--- src/hdl/list_ptr_pkg.sv ---
// List-pointer register bank constants and carrier types.
// Assumes one 250 MHz controller clock and a word-wide register port.
// Contract
// - Control current pointer holds descriptor address in bits 31:4; 3:0 reserved.
// - After serving a control descriptor, the current pointer advances to next.
// - Each frame resumes control processing where the previous frame stopped.
// - At control list end, test the filled flag, command status bit 1.
// - Flag set at end: reload current from control head, then clear flag.
// - Flag clear at end: pointer and flag unchanged, nothing more done.
// - Current pointer resets to zero; zero means end of control list.
// - Bulk head is 32-bit read/write, pointer in upper 28 bits, resets zero.
// - Each bulk traversal begins at the descriptor the bulk head addresses.
// - Bulk head is loaded from the communication area at initialisation.
// - Registers sit at offsets 24h and 28h from the memory base at 10h.
// - Control head holds the first control descriptor address, reload source.
package list_ptr_pkg;
   localparam logic [7:0]  CFG_MEM_BAR_OFS      = 8'h10;
   localparam logic [7:0]  CTRL_HEAD_OFS        = 8'h20;
   localparam logic [7:0]  CTRL_CUR_OFS         = 8'h24;
   localparam logic [7:0]  BULK_HEAD_OFS        = 8'h28;
   localparam int          PTR_LSB              = 4;
   localparam int          PTR_W                = 28;
   localparam int          CLF_BIT              = 1;
   localparam int          CLE_BIT              = 4;
   localparam logic [27:0] PTR_RESET            = 28'h000_0000;
   localparam logic [31:0] RESERVED_READ        = 32'h0000_0000;

   typedef struct packed {
      logic        wr;
      logic        rd;
      logic [7:0]  addr;
      logic [31:0] wdata;
   } reg_req_t;

   typedef struct packed {
      logic        done;
      logic        list_end;
      logic [27:0] next_ptr;
   } ed_event_t;

   function automatic logic [31:0] ptr_to_word(input logic [27:0] p);
      ptr_to_word = {p, 4'h0};
   endfunction : ptr_to_word
endpackage : list_ptr_pkg

--- src/hdl/list_ptr_sync.sv ---
// Two-flop reset release for the list-pointer bank.
// Assumes clk_in is the controller clock.
`timescale 1ns/100ps
module list_ptr_sync (
   input  wire logic clk_in,
   input  wire logic rst_n_in,
   output logic      rst_n_out
);
   logic [1:0] sync_r;
   always_ff @(posedge clk_in or negedge rst_n_in) begin
      if (!rst_n_in) begin
         sync_r <= 2'h0;
      end else begin
         sync_r <= {sync_r[0], 1'b1};
      end
   end
   assign rst_n_out = sync_r[1];
endmodule : list_ptr_sync

--- src/hdl/ohci_list_pointer_regs.sv ---
// Control current pointer and bulk head pointer registers.
// Assumes the list engine and command registers sit on the same clock.
`timescale 1ns/100ps
module ohci_list_pointer_regs (
   input  wire logic                   clk_in,
   input  wire logic                   rst_n_in,
   input  wire list_ptr_pkg::reg_req_t req_in,
   input  wire logic [27:0]            control_list_head_pointer_in,
   input  wire logic                   control_list_filled_in,
   input  wire logic                   control_list_enable_in,
   input  wire list_ptr_pkg::ed_event_t ed_event_in,
   input  wire logic                   init_load_in,
   input  wire logic [27:0]            host_communication_area_bulk_head_in,
   input  wire logic                   bulk_start_in,
   output logic [31:0]                 rdata_out,
   output logic                        rvalid_out,
   output logic                        clear_filled_out,
   output logic [31:0]                 control_current_addr_out,
   output logic [31:0]                 bulk_start_addr_out,
   output logic                        control_list_idle_out
);
   typedef struct packed {
      logic [27:0] cur;
      logic [27:0] bulk;
      logic [31:0] rdata;
      logic        rvalid;
      logic        clr;
      logic [31:0] cur_addr;
      logic [31:0] bulk_addr;
      logic        idle;
   } state_t;

   state_t st_r;
   state_t st_nxt;
   logic   rst_n;

   list_ptr_sync u_sync (
      .clk_in    (clk_in),
      .rst_n_in  (rst_n_in),
      .rst_n_out (rst_n)
   );

   // ---------------------------------------------------------------
   // Next state
   // ---------------------------------------------------------------
   always_comb begin
      st_nxt        = st_r;
      st_nxt.rvalid = 1'b0;
      st_nxt.clr    = 1'b0;
      // Pointer stays put between frames
      if (ed_event_in.done) begin
         if (!ed_event_in.list_end) begin
            st_nxt.cur = ed_event_in.next_ptr;
         end else if (control_list_filled_in) begin
            st_nxt.cur = control_list_head_pointer_in;
            st_nxt.clr = 1'b1;
         end else begin
            st_nxt.cur = st_r.cur;
         end
      end else if (req_in.wr && req_in.addr == list_ptr_pkg::CTRL_CUR_OFS
                   && !control_list_enable_in) begin
         st_nxt.cur = req_in.wdata[31:list_ptr_pkg::PTR_LSB];
      end
      if (init_load_in) begin
         st_nxt.bulk = host_communication_area_bulk_head_in;
      end else if (req_in.wr
                   && req_in.addr == list_ptr_pkg::BULK_HEAD_OFS) begin
         st_nxt.bulk = req_in.wdata[31:list_ptr_pkg::PTR_LSB];
      end
      // Read returns an instantaneous snapshot
      if (req_in.rd) begin
         st_nxt.rvalid = 1'b1;
         if (req_in.addr == list_ptr_pkg::CTRL_CUR_OFS) begin
            st_nxt.rdata = list_ptr_pkg::ptr_to_word(st_r.cur);
         end else if (req_in.addr == list_ptr_pkg::BULK_HEAD_OFS) begin
            st_nxt.rdata = list_ptr_pkg::ptr_to_word(st_r.bulk);
         end else begin
            st_nxt.rdata = list_ptr_pkg::RESERVED_READ;
         end
      end
      st_nxt.cur_addr  = list_ptr_pkg::ptr_to_word(st_nxt.cur);
      if (bulk_start_in) begin
         st_nxt.bulk_addr = list_ptr_pkg::ptr_to_word(st_r.bulk);
      end
      st_nxt.idle = (st_nxt.cur == list_ptr_pkg::PTR_RESET);
   end

   // ---------------------------------------------------------------
   // State register
   // ---------------------------------------------------------------
   always_ff @(posedge clk_in or negedge rst_n) begin
      if (!rst_n) begin
         st_r           <= '0;
         st_r.idle      <= 1'b1;
      end else begin
         st_r <= st_nxt;
      end
   end

   assign rdata_out                = st_r.rdata;
   assign rvalid_out               = st_r.rvalid;
   assign clear_filled_out         = st_r.clr;
   assign control_current_addr_out = st_r.cur_addr;
   assign bulk_start_addr_out      = st_r.bulk_addr;
   assign control_list_idle_out    = st_r.idle;
endmodule : ohci_list_pointer_regs

--- config.mk ---
export PLATFORM = sky130hd
export DESIGN_NAME = ohci_list_pointer_regs
export DESIGN_NICKNAME = d
export VERILOG_FILES = /design/src/hdl/list_ptr_pkg.sv /design/src/hdl/list_ptr_sync.sv /design/src/hdl/ohci_list_pointer_regs.sv
export SDC_FILE = /design/constraint.sdc
export NUM_CORES = 1
export LEC_CHECK = 0
export BUFFER_PORTS_ARGS = -buffer_cell sky130_fd_sc_hd__clkbuf_2
export CAP_MARGIN = 25
export CELL_PAD_IN_SITES_DETAIL_PLACEMENT = 1
export CELL_PAD_IN_SITES_GLOBAL_PLACEMENT = 2
export CORE_MARGIN = 2
export CORE_UTILIZATION = 31
export CTS_BUF_LIST = sky130_fd_sc_hd__clkbuf_4
export DETAILED_ROUTE_END_ITERATION = 16
export PLACE_DENSITY = 0.9
export SLEW_MARGIN = 20
export SYNTH_ARGS = -nofsm -noshare
export SYNTH_HDL_FRONTEND = slang
export SYNTH_SLANG_ARGS = --single-unit
--- constraint.sdc ---
create_clock -name clk_in -period 4.17 [get_ports clk_in]
set_input_delay 0.2085 -clock clk_in [delete_from_list [all_inputs] [get_ports clk_in]]
set_output_delay 0.2085 -clock clk_in [all_outputs]
set_load 0.02 [all_outputs]
==> run summary, run 1 <==
Worst-Skew Late Latency - 0.54 ns
Leakage - 4.039 nW
Placer Congestion - 0.7779
GR Overflow Total - 0
Register area share after synthesis - 46.73%
Initial Util - 31.28%
R2r setup slk - 2.17 ns
Tightest Pin Transition - 1.051 ns
Leading area contributor after synthesis - dfrtp_1
PostCTS Resize Cnt - 0
Worst setup SP type - primary input
DIE HEIGHT - 146.2 um
Syn avg cell area - 10.43 um2
Register-to-Register Path Depth - 6
Die area - 21370 um2
Nets - 943
FMAX - 418.1 MHz
CTS tree - built
Via density - 4.936
Cell Rows - 52
Global-route wire length before repair - 33380 um
Number of buffers created by CTS - 17
Post-CTS Setup Repair Bufs - 0
RSZ-0062 raised after global routing - false
Pwr dens - 360.6 nW/um2
Final Cycle Share - 57.35%
GRT Util Overall - 20.36%
Met2 Usage GRT - 35.02%
Post-route insts no fill - 1092
Commonest non-fill, non-tap cell in the layout - clkbuf_2
Largest net degree at the start of global routing - 58
Max cap viols - 0
Critical Path End - st_r[119]$_DFFE_PN0P_
Initial antenna violation count - 1
Area contributors post-synth - dfrtp_1, buf_4, mux2i_1
Worst EP required - 4.60 ns
Wirelength, routed - 21710 um
CP cell instances - clkbuf_2, nor4_4, nand3b_1, nor3b_2, nand2_2, buf_16, mux2i_1, o21ai_0, dlygate4sd3_1
Synth top area share - 46.31%
Synth async-reset ratio - 100.0%
Setup Skew - 0.02167 ns
Reg-to-reg startpoint - control_current_addr_out[24]$_DFF_PN0_
Routed Antenna Nets - 0
Outcome - finished, final reports clean
Predominant post-synthesis flop cell - dfrtp_1
Vias in the first global route - 5774
Internal cell power - 1.970 mW
Layout cells sized above 1 - 35.89%
Wire length per cell - 19.88 um
Switching Fraction - 33.07%
Relative slew slack - 29.93%
Net Switching - 0.9733 mW
Final Util - 40.73%
Cts hold-fix bufs - 85
# fillers - 2369
Mapped Cells - 601
DRC errors left - 0
VDD IR-drop max - 0.1417 mV
CTS sink cnt - 117
Via count - 5390
DRT Pass-1 Iters - 5
Worst Setup End Kind - flop
Area Growth Syn to Fin - 30.20%
DRT iter0 DRCs - 209
Met3 GRT Util - 5.219%
Most frequent cells in the layout - clkbuf_2, dfrtp_1, dlygate4sd3_1, mux2i_1, nor2_1
Sequential power share - 46.0%
Setup WS post-layout - 1.778 ns
Crit path from - req_in[33]
Comb power frac - 22.4%
Ant. Diodes - 0
Post-synthesis sequential element count - 117
Port bufs - 216
Cells after DPL - 974
Final hold vios - 0
Root buf cell - clkbuf_4
Clk pwr share - 31.6%
Min-Delay Path Class - in2reg
Arr. time, crit path - 2.82 ns
Post-synth EDFFs - 0
DP HPWL - 14330 um
Core area - 20040 um2
Fin crit period - 2.392 ns
Maximum root-to-sink buffer count - 2
Pre-CTS setup slack - 1.327 ns
Ys Warns - 0
Fin Hold WS - 0.08735 ns
CP peak stage delay - 0.56 ns
H-tree levels - 4
Finish-stage setup viols - 0
RR Endpoint - control_list_idle_out$_DFF_PN1_
Synthesized area - 6269 um2
Routing usage on met1 - 25.29%
# IOs - 233
Slowest CP cell - dlygate4sd3_1
Setup_tns - 0 ns
Kind of critical path - in2reg
Max Slew Vio Count - 0
Clock transition at path regs - 0.12 ns
Yosys cell types - 37
Grt peak-use layer - met2
Die width - 146.2 um
Max FO, Critical Path - 15
power groups by stage:
stage	registers [mW]	clock network (mW)	logic [mW]
2_1_floorplan	1.35	0	0.476
3_3_place_gp	1.37	0	0.559
3_5_place_dp	1.38	0	0.577
4_1_cts	1.35	0.961	0.656
5_1_grt	1.37	1.02	0.710
6_report	1.35	0.930	0.659
state kept, by name (all words and copies together) (netlist names):
name / cells
rdata_out: 28
control_current_addr_out: 28
st_r: 28
u_sync.sync_r: 2
bulk_start_addr_out: 28
clear_filled_out: 1
rvalid_out: 1
control_list_idle_out: 1
how the worst min path moves through the flow:
stage / start / to / slack, ns / depth (start not counted)
after detailed placement: rst_n_in / u_sync.sync_r[0]$_DFF_PN0_ / -0.005 / 1
final: ed_event_in[29] / control_current_addr_out[28]$_DFF_PN0_ / 0.09 / 2
after global routing: ed_event_in[29] / control_current_addr_out[28]$_DFF_PN0_ / 0.05 / 2
after CTS: req_in[21] / control_current_addr_out[21]$_DFF_PN0_ / 0.002 / 2
after floorplan: rst_n_in / u_sync.sync_r[0]$_DFF_PN0_ / -0.09 / 0
after global placement: rst_n_in / u_sync.sync_r[0]$_DFF_PN0_ / -0.006 / 1
synth_stat cells (11+ instances only):
cell	number
a211oi_1	21
a21oi_1	34
a221o_1	23
a22oi_1	31
buf_2	11
buf_4	96
clkbuf_1	26
dfrtp_1	116
mux2_2	28
mux2i_1	56
nand2_1	31
nor2_1	54
o21ai_0	31
critical path: cells and delay by family:
kind            cells  cell delay, ns
compound gates      1            0.12
buf+inv             3            1.00
mux                 1            0.20
simple gates        4            1.29
layout make-up:
class                           count  area [um2]  area share [%]
Clock buffer                       18       135.1           1.656
Clock inverter                     14       178.9           2.192
Inverter                            5       18.77          0.2300
Multi-Input combinational cell    355        2474           30.31
Sequential cell                   117        2933           35.93
Tap cell                          270       337.8           4.139
Timing Repair Buffer              313        2085           25.54
cell families (layout without fill, tap and decap cells):
family / after synthesis / count (layout) / share of synthesized area, %
compound gates: 153 / 153 / 16.99
buf+inv: 140 / 350 / 14.59
flops: 117 / 117 / 46.73
mux: 84 / 84 / 13.97
other cells: 2 / 13 / 0.1198
simple gates: 105 / 105 / 7.605
through the flow:
stage	instance area (um2)	total power [mW]
final	8162	2.943
after global routing	8162	3.098
after floorplan	6310	1.823
after CTS	8152	2.970
after global placement	6904	1.931
after detailed placement	6987	1.952
per-layer routing:
layer  vias to the layer above  part of all wire [%]  wire, um
met5                         -                     0         0
li1                       2479                     -         -
met2                       215                    51     11030
met3                        33                   6.7      1458
met1                      2663                    41      8828
met4                         0                   1.8       393
Power figures use the tool's default switching activity.
==> run 2, diff against run 1 <==
--- a/config.mk
+++ b/config.mk
@@ -10,10 +10,10 @@
 export CELL_PAD_IN_SITES_DETAIL_PLACEMENT = 1
 export CELL_PAD_IN_SITES_GLOBAL_PLACEMENT = 2
 export CORE_MARGIN = 2
-export CORE_UTILIZATION = 31
+export CORE_UTILIZATION = 28
 export CTS_BUF_LIST = sky130_fd_sc_hd__clkbuf_4
 export DETAILED_ROUTE_END_ITERATION = 16
-export PLACE_DENSITY = 0.9
+export PLACE_DENSITY = 0.86
 export SLEW_MARGIN = 20
 export SYNTH_ARGS = -nofsm -noshare
 export SYNTH_HDL_FRONTEND = slang
==> constraint.sdc (replaced) <==
create_clock -name clk_in -period 1.95 [get_ports clk_in]
set_input_delay 0.0975 -clock clk_in [delete_from_list [all_inputs] [get_ports clk_in]]
set_output_delay 0.0975 -clock clk_in [all_outputs]
set_load 0.02 [all_outputs]
==> run 2 against run 1 <==
Net effect:
- flip-flop and latch count is the same
- critical endpoint is now control_list_idle_out$_DFF_PN1_
- non-clock buffer count rose by 31
- largest cell class unchanged
- highest routed layer is now met5
- clock power increased by 84%
- final area is 3.8% higher
==> run summary, run 2 (same netlist as run 1, synthesis figures left out) <==
Outcome - finished, final reports clean
DRT iter0 DRCs - 231
Wire length per cell - 20.27 um
Met2 routed WL - 11460 um
DRT Pass-1 Iters - 4
Number of buffers created by CTS - 17
Min-Delay Path Class - in2reg
Placer Congestion - 0.8082
Comb power frac - 24.7%
CTS sink cnt - 117
Kind of critical path - in2reg
Global-route wire length before repair - 35850 um
Pwr dens - 722.3 nW/um2
Nets - 974
Internal cell power - 4.099 mW
Port bufs - 216
Via count - 5435
Via density - 4.789
Initial antenna violation count - 5
Layout cells sized above 1 - 37.40%
Worst-Skew Late Latency - 0.54 ns
Worst EP required - 2.43 ns
Post-route cell area - 8468 um2
GRT Util Overall - 19.73%
Largest net degree at the start of global routing - 58
Highest routed metal layer - met5
Root buf cell - clkbuf_4
Post-CTS Setup Repair Bufs - 0
Commonest non-fill, non-tap cell in the layout - clkbuf_2
Relative slew slack - 58.86%
Clk pwr share - 28.0%
Switching Fraction - 32.98%
DIE HEIGHT - 153.6 um
# IOs - 233
CTS tree - built
Worst Setup End Kind - flop
Vias in the first global route - 6066
DP HPWL - 16060 um
Routed wl met3 - 1185 um
Post-Route M1 WL - 9820 um
RSZ-0062 raised after global routing - false
Sequential power share - 47.2%
DRC errors left - 0
Max Slew Vio Count - 0
Final Cycle Share - 98.27%
Final hold vios - 0
GR Overflow Total - 0
Net Switching - 2.017 mW
Cells after DPL - 1012
Initial Util - 28.64%
Setup Skew - 0.01598 ns
Post-route insts no fill - 1135
Most frequent cells in the layout - clkbuf_2, dfrtp_1, dlygate4sd3_1, mux2i_1, nor2_1
VDD IR-drop max - 0.2676 mV
Finish-stage setup viols - 0
H-tree levels - 4
Worst setup SP type - primary input
Area Growth Syn to Fin - 35.09%
Tightest Pin Transition - 0.6172 ns
Leakage - 4.205 nW
Arr. time, crit path - 2.39 ns
Clock transition at path regs - 0.11 ns
Maximum root-to-sink buffer count - 2
Max FO, Critical Path - 19
Max cap viols - 0
Fin crit period - 1.916 ns
Routed Antenna Nets - 0
Cell Rows - 54
Placed inst area - 7313 um2
Die width - 153.6 um
Die area - 23600 um2
Wirelength, routed - 23010 um
FMAX - 521.9 MHz
Core area - 21890 um2
-- run 2: changes by cell type in the layout (fill, tap and decap cells not counted), moves of 2 or more --
cell and change:
buf_4 +18, clkinv_2 +3, clkinv_1 +6, diode_2 +2, buf_16 -3, clkinv_4 -3, clkinvlp_4 -3, buf_12 +13
dlygate4sd3_1 +3
-- run 2: final timing paths --
check	depth (start not counted)	from	end	slack, ns
worst max-delay path	9	control_list_filled_in	control_list_idle_out$_DFF_PN1_	0.03
worst min-delay path	5	ed_event_in[22]	control_current_addr_out[26]$_DFF_PN0_	0.07
worst max register to register	6	control_current_addr_out[23]$_DFF_PN0_	control_list_idle_out$_DFF_PN1_	0.18
worst min register to register	0	u_sync.sync_r[1]$_DFF_PN0_	bulk_start_addr_out[10]$_DFFE_PN0P_	0.33
max in group asynchronous	1	u_sync.sync_r[1]$_DFF_PN0_	control_current_addr_out[29]$_DFF_PN0_	0.98
min in group asynchronous	0	u_sync.sync_r[1]$_DFF_PN0_	bulk_start_addr_out[10]$_DFFE_PN0P_	0.33
-- run 2: repair_timing --
action,in CTS,in global routing
endpoints found under the hold margin,61,0
resized for setup,0,1
setup endpoints to repair,0,1
hold buffers,89,0
-- run 2: per-layer routing --
metal | track usage, % | vias up
li1 | - | 2542
met5 | 0 | -
met2 | 33.57 | 162
met3 | 5.440 | 31
met4 | 6.466 | 4
met1 | 24.21 | 2696
-- run 2: cell type report --
class                      instances  area [um2]
fill                            2485       13420
sequential                       117        2933
multi-input combinational        355        2481
timing repair buffer             344        2427
tap                              280       350.3
clock buffer                      18       135.1
clock inverter                    14       117.6
inverter                           5       18.77
antenna                            2       5.005
-- run 2: power by group through the flow --
stage	sequential [mW]	clock [mW]	combinational, mW
2_1_floorplan	2.88	0	1.02
3_3_place_gp	2.93	0	1.30
3_5_place_dp	2.94	0	1.34
4_1_cts	2.89	1.78	1.51
5_1_grt	2.93	1.90	1.63
6_report	2.89	1.71	1.51
-- run 2: critical path: stages --
cell           delay, ns
dlygate4sd3_1       0.54
clkbuf_2            0.15
buf_12              0.19
mux2i_1             0.23
a211oi_1            0.11
a221o_1             0.32
nor4_1              0.36
nand4_1             0.12
and4b_1             0.26
-- run 2: through the flow --
stage          power, mW  TNS (ns)  worst slack (ns)  hold WS [ns]  utilization (%)
6_report           6.117         0           0.03377       0.07099            38.68
2_1_floorplan      3.898         0            0.1941       -0.1981                -
4_1_cts            6.179         0           0.08833       0.01445            38.63
3_3_place_gp       4.238   -0.1285           -0.1285       -0.1141            33.41
5_1_grt            6.464         0           0.01272       0.03829            38.68
3_5_place_dp       4.272   -0.1683           -0.1683       -0.1109            33.41
==> run 3, diff against run 2 <==
--- a/config.mk
+++ b/config.mk
@@ -13,6 +13,7 @@
 export CORE_UTILIZATION = 28
 export CTS_BUF_LIST = sky130_fd_sc_hd__clkbuf_4
 export DETAILED_ROUTE_END_ITERATION = 16
+export HOLD_SLACK_MARGIN = 0.08
 export PLACE_DENSITY = 0.86
 export SLEW_MARGIN = 20
 export SYNTH_ARGS = -nofsm -noshare
==> run 3 against run 2 <==
Net effect:
- worst hold slack better by 0.060 ns
- fmax down 1.6%
- critical path depth unchanged
- flip-flop and latch count unchanged
- core utilization up 2.5 points
==> run summary, run 3 (same netlist as run 1, synthesis figures left out) <==
DIE HEIGHT - 153.6 um
Min-Delay Path Class - in2reg
Setup Skew - 0.01798 ns
RSZ-0062 raised after global routing - false
Worst setup SP type - primary input
H-tree levels - 4
Fin Hold WS - 0.1308 ns
GR Overflow Total - 0
Routed Antenna Nets - 0
Worst Setup End Kind - flop
FF+latch area - 2933 um2
Comb power frac - 26.5%
Post-route insts no fill - 1190
Arr. time, crit path - 2.41 ns
Register-to-Register Path Depth - 5
Core area - 21890 um2
Area of the multi-input gates - 2487 um2
Wire length per cell - 20.29 um
CTS tree - built
Initial antenna violation count - 7
CTS sink cnt - 117
DRC errors left - 0
Worst EP required - 2.41 ns
Nets - 1027
VDD IR-drop max - 0.2573 mV
DRT Pass-1 Iters - 4
CP cell instances - dlygate4sd3_1, clkbuf_2, buf_4, mux2i_1, a21oi_1, a2bb2oi_2, o41ai_1, and3_1, and4b_1
Pwr dens - 695.8 nW/um2
Die width - 153.6 um
Max cap viols - 0
Layout cells sized above 1 - 35.32%
Final Cycle Share - 99.89%
Leakage - 4.395 nW
Relative slew slack - 58.47%
Largest net degree at the start of global routing - 58
Clock transition at path regs - 0.10 ns
Area Growth Syn to Fin - 43.73%
Cell Rows - 54
Wirelength, routed - 24150 um
Worst-Skew Late Latency - 0.53 ns
# IOs - 233
Internal cell power - 4.212 mW
Most frequent cells in the layout - clkbuf_2, dlygate4sd3_1, dfrtp_1, mux2i_1, nor2_1
Max Slew Vio Count - 0
DP HPWL - 16060 um
Kind of critical path - in2reg
Cells after DPL - 1012
Root buf cell - clkbuf_4
Hold path depth - 4
Tightest Pin Transition - 0.6229 ns
Die area - 23600 um2
Via count - 5714
Slowest CP cell - dlygate4sd3_1
GRT Util Overall - 20.66%
Placer Congestion - 0.8082
# fillers - 2481
Finish-stage setup viols - 0
Clk pwr share - 27.3%
Switching Fraction - 32.82%
Fin crit period - 1.948 ns
CP peak stage delay - 0.54 ns
Via density - 4.802
Number of buffers created by CTS - 17
Outcome - finished, final reports clean
Vias in the first global route - 6408
Sequential power share - 46.2%
Port bufs - 216
Crit. path cell count - 9
Commonest non-fill, non-tap cell in the layout - clkbuf_2
FMAX - 513.4 MHz
DRT iter0 DRCs - 273
Global-route wire length before repair - 37580 um
WP buf/inv - 3
Final hold vios - 0
Maximum root-to-sink buffer count - 2
Initial Util - 28.64%
Max FO, Critical Path - 10
Setup_tns - 0 ns
Net Switching - 2.057 mW
Cell family with most CP delay - buffers and inverters
R2r setup slk - 0.11 ns
Total power - 6.269 mW
Final Util - 41.16%
==> run 3: changes by cell type in the layout (fill, tap and decap cells not counted), sizes merged <==
cell         change
diode            +2
dlygate4sd3     +53
==> run 3: final timing paths <==
kind / to / start
worst min-delay path: control_current_addr_out[6]$_DFF_PN0_ / ed_event_in[2]
min in group asynchronous: bulk_start_addr_out[10]$_DFFE_PN0P_ / u_sync.sync_r[1]$_DFF_PN0_
worst max register to register: control_current_addr_out[30]$_DFF_PN0_ / control_current_addr_out[30]$_DFF_PN0_
max in group asynchronous: control_current_addr_out[4]$_DFF_PN0_ / u_sync.sync_r[1]$_DFF_PN0_
worst max-delay path: control_list_idle_out$_DFF_PN1_ / control_list_filled_in
worst min register to register: bulk_start_addr_out[10]$_DFFE_PN0P_ / u_sync.sync_r[1]$_DFF_PN0_
==> run 3: through the flow <==
step / area, um2 / worst slack [ns]
CTS: 8987 / 0.09244
finish: 9010 / 0.002129
global placement: 7313 / -0.1285
global route: 9010 / 0.009921
floorplan: 6314 / 0.1941
detailed placement: 7313 / -0.1683
==> run 3: worst min-delay path, stage by stage <==
cell      delay (ns)
clkbuf_2        0.07
nor2_1          0.03
a211oi_1        0.22
a221o_1         0.18
==> run 3: cell type report <==
cell class	count	share of cell area, %
timing repair buffer	397	32.83
sequential	117	32.55
multi-input combinational	355	27.61
tap	280	3.888
clock buffer	18	1.500
clock inverter	14	1.305
inverter	5	0.2083
antenna	4	0.1111
==> run 3: power by group through the flow <==
stage / clock network (mW) / registers, mW / logic [mW]
finish: 1.71 / 2.89 / 1.66
global route: 1.91 / 2.94 / 1.78
detailed placement: 0 / 2.94 / 1.34
global placement: 0 / 2.93 / 1.30
floorplan: 0 / 2.88 / 1.02
CTS: 1.78 / 2.89 / 1.64
==> run 3: layer usage <==
layer / share of wire [%] / track usage (%) / up-vias / routed length [um]
li1: - / - / 2652 / -
met1: 42 / 25.20 / 2855 / 10110
met2: 51 / 35.94 / 173 / 12270
met3: 5.3 / 5.158 / 30 / 1274
met4: 2.0 / 6.335 / 4 / 471
met5: 0.12 / 0 / - / 30
==> run 3: what timing repair did <==
action	CTS	global route
setup buffers	0	0
resized for setup	0	2
endpoints found under the setup margin	0	2
endpoints found under the hold margin	89	0
hold buffers	142	0
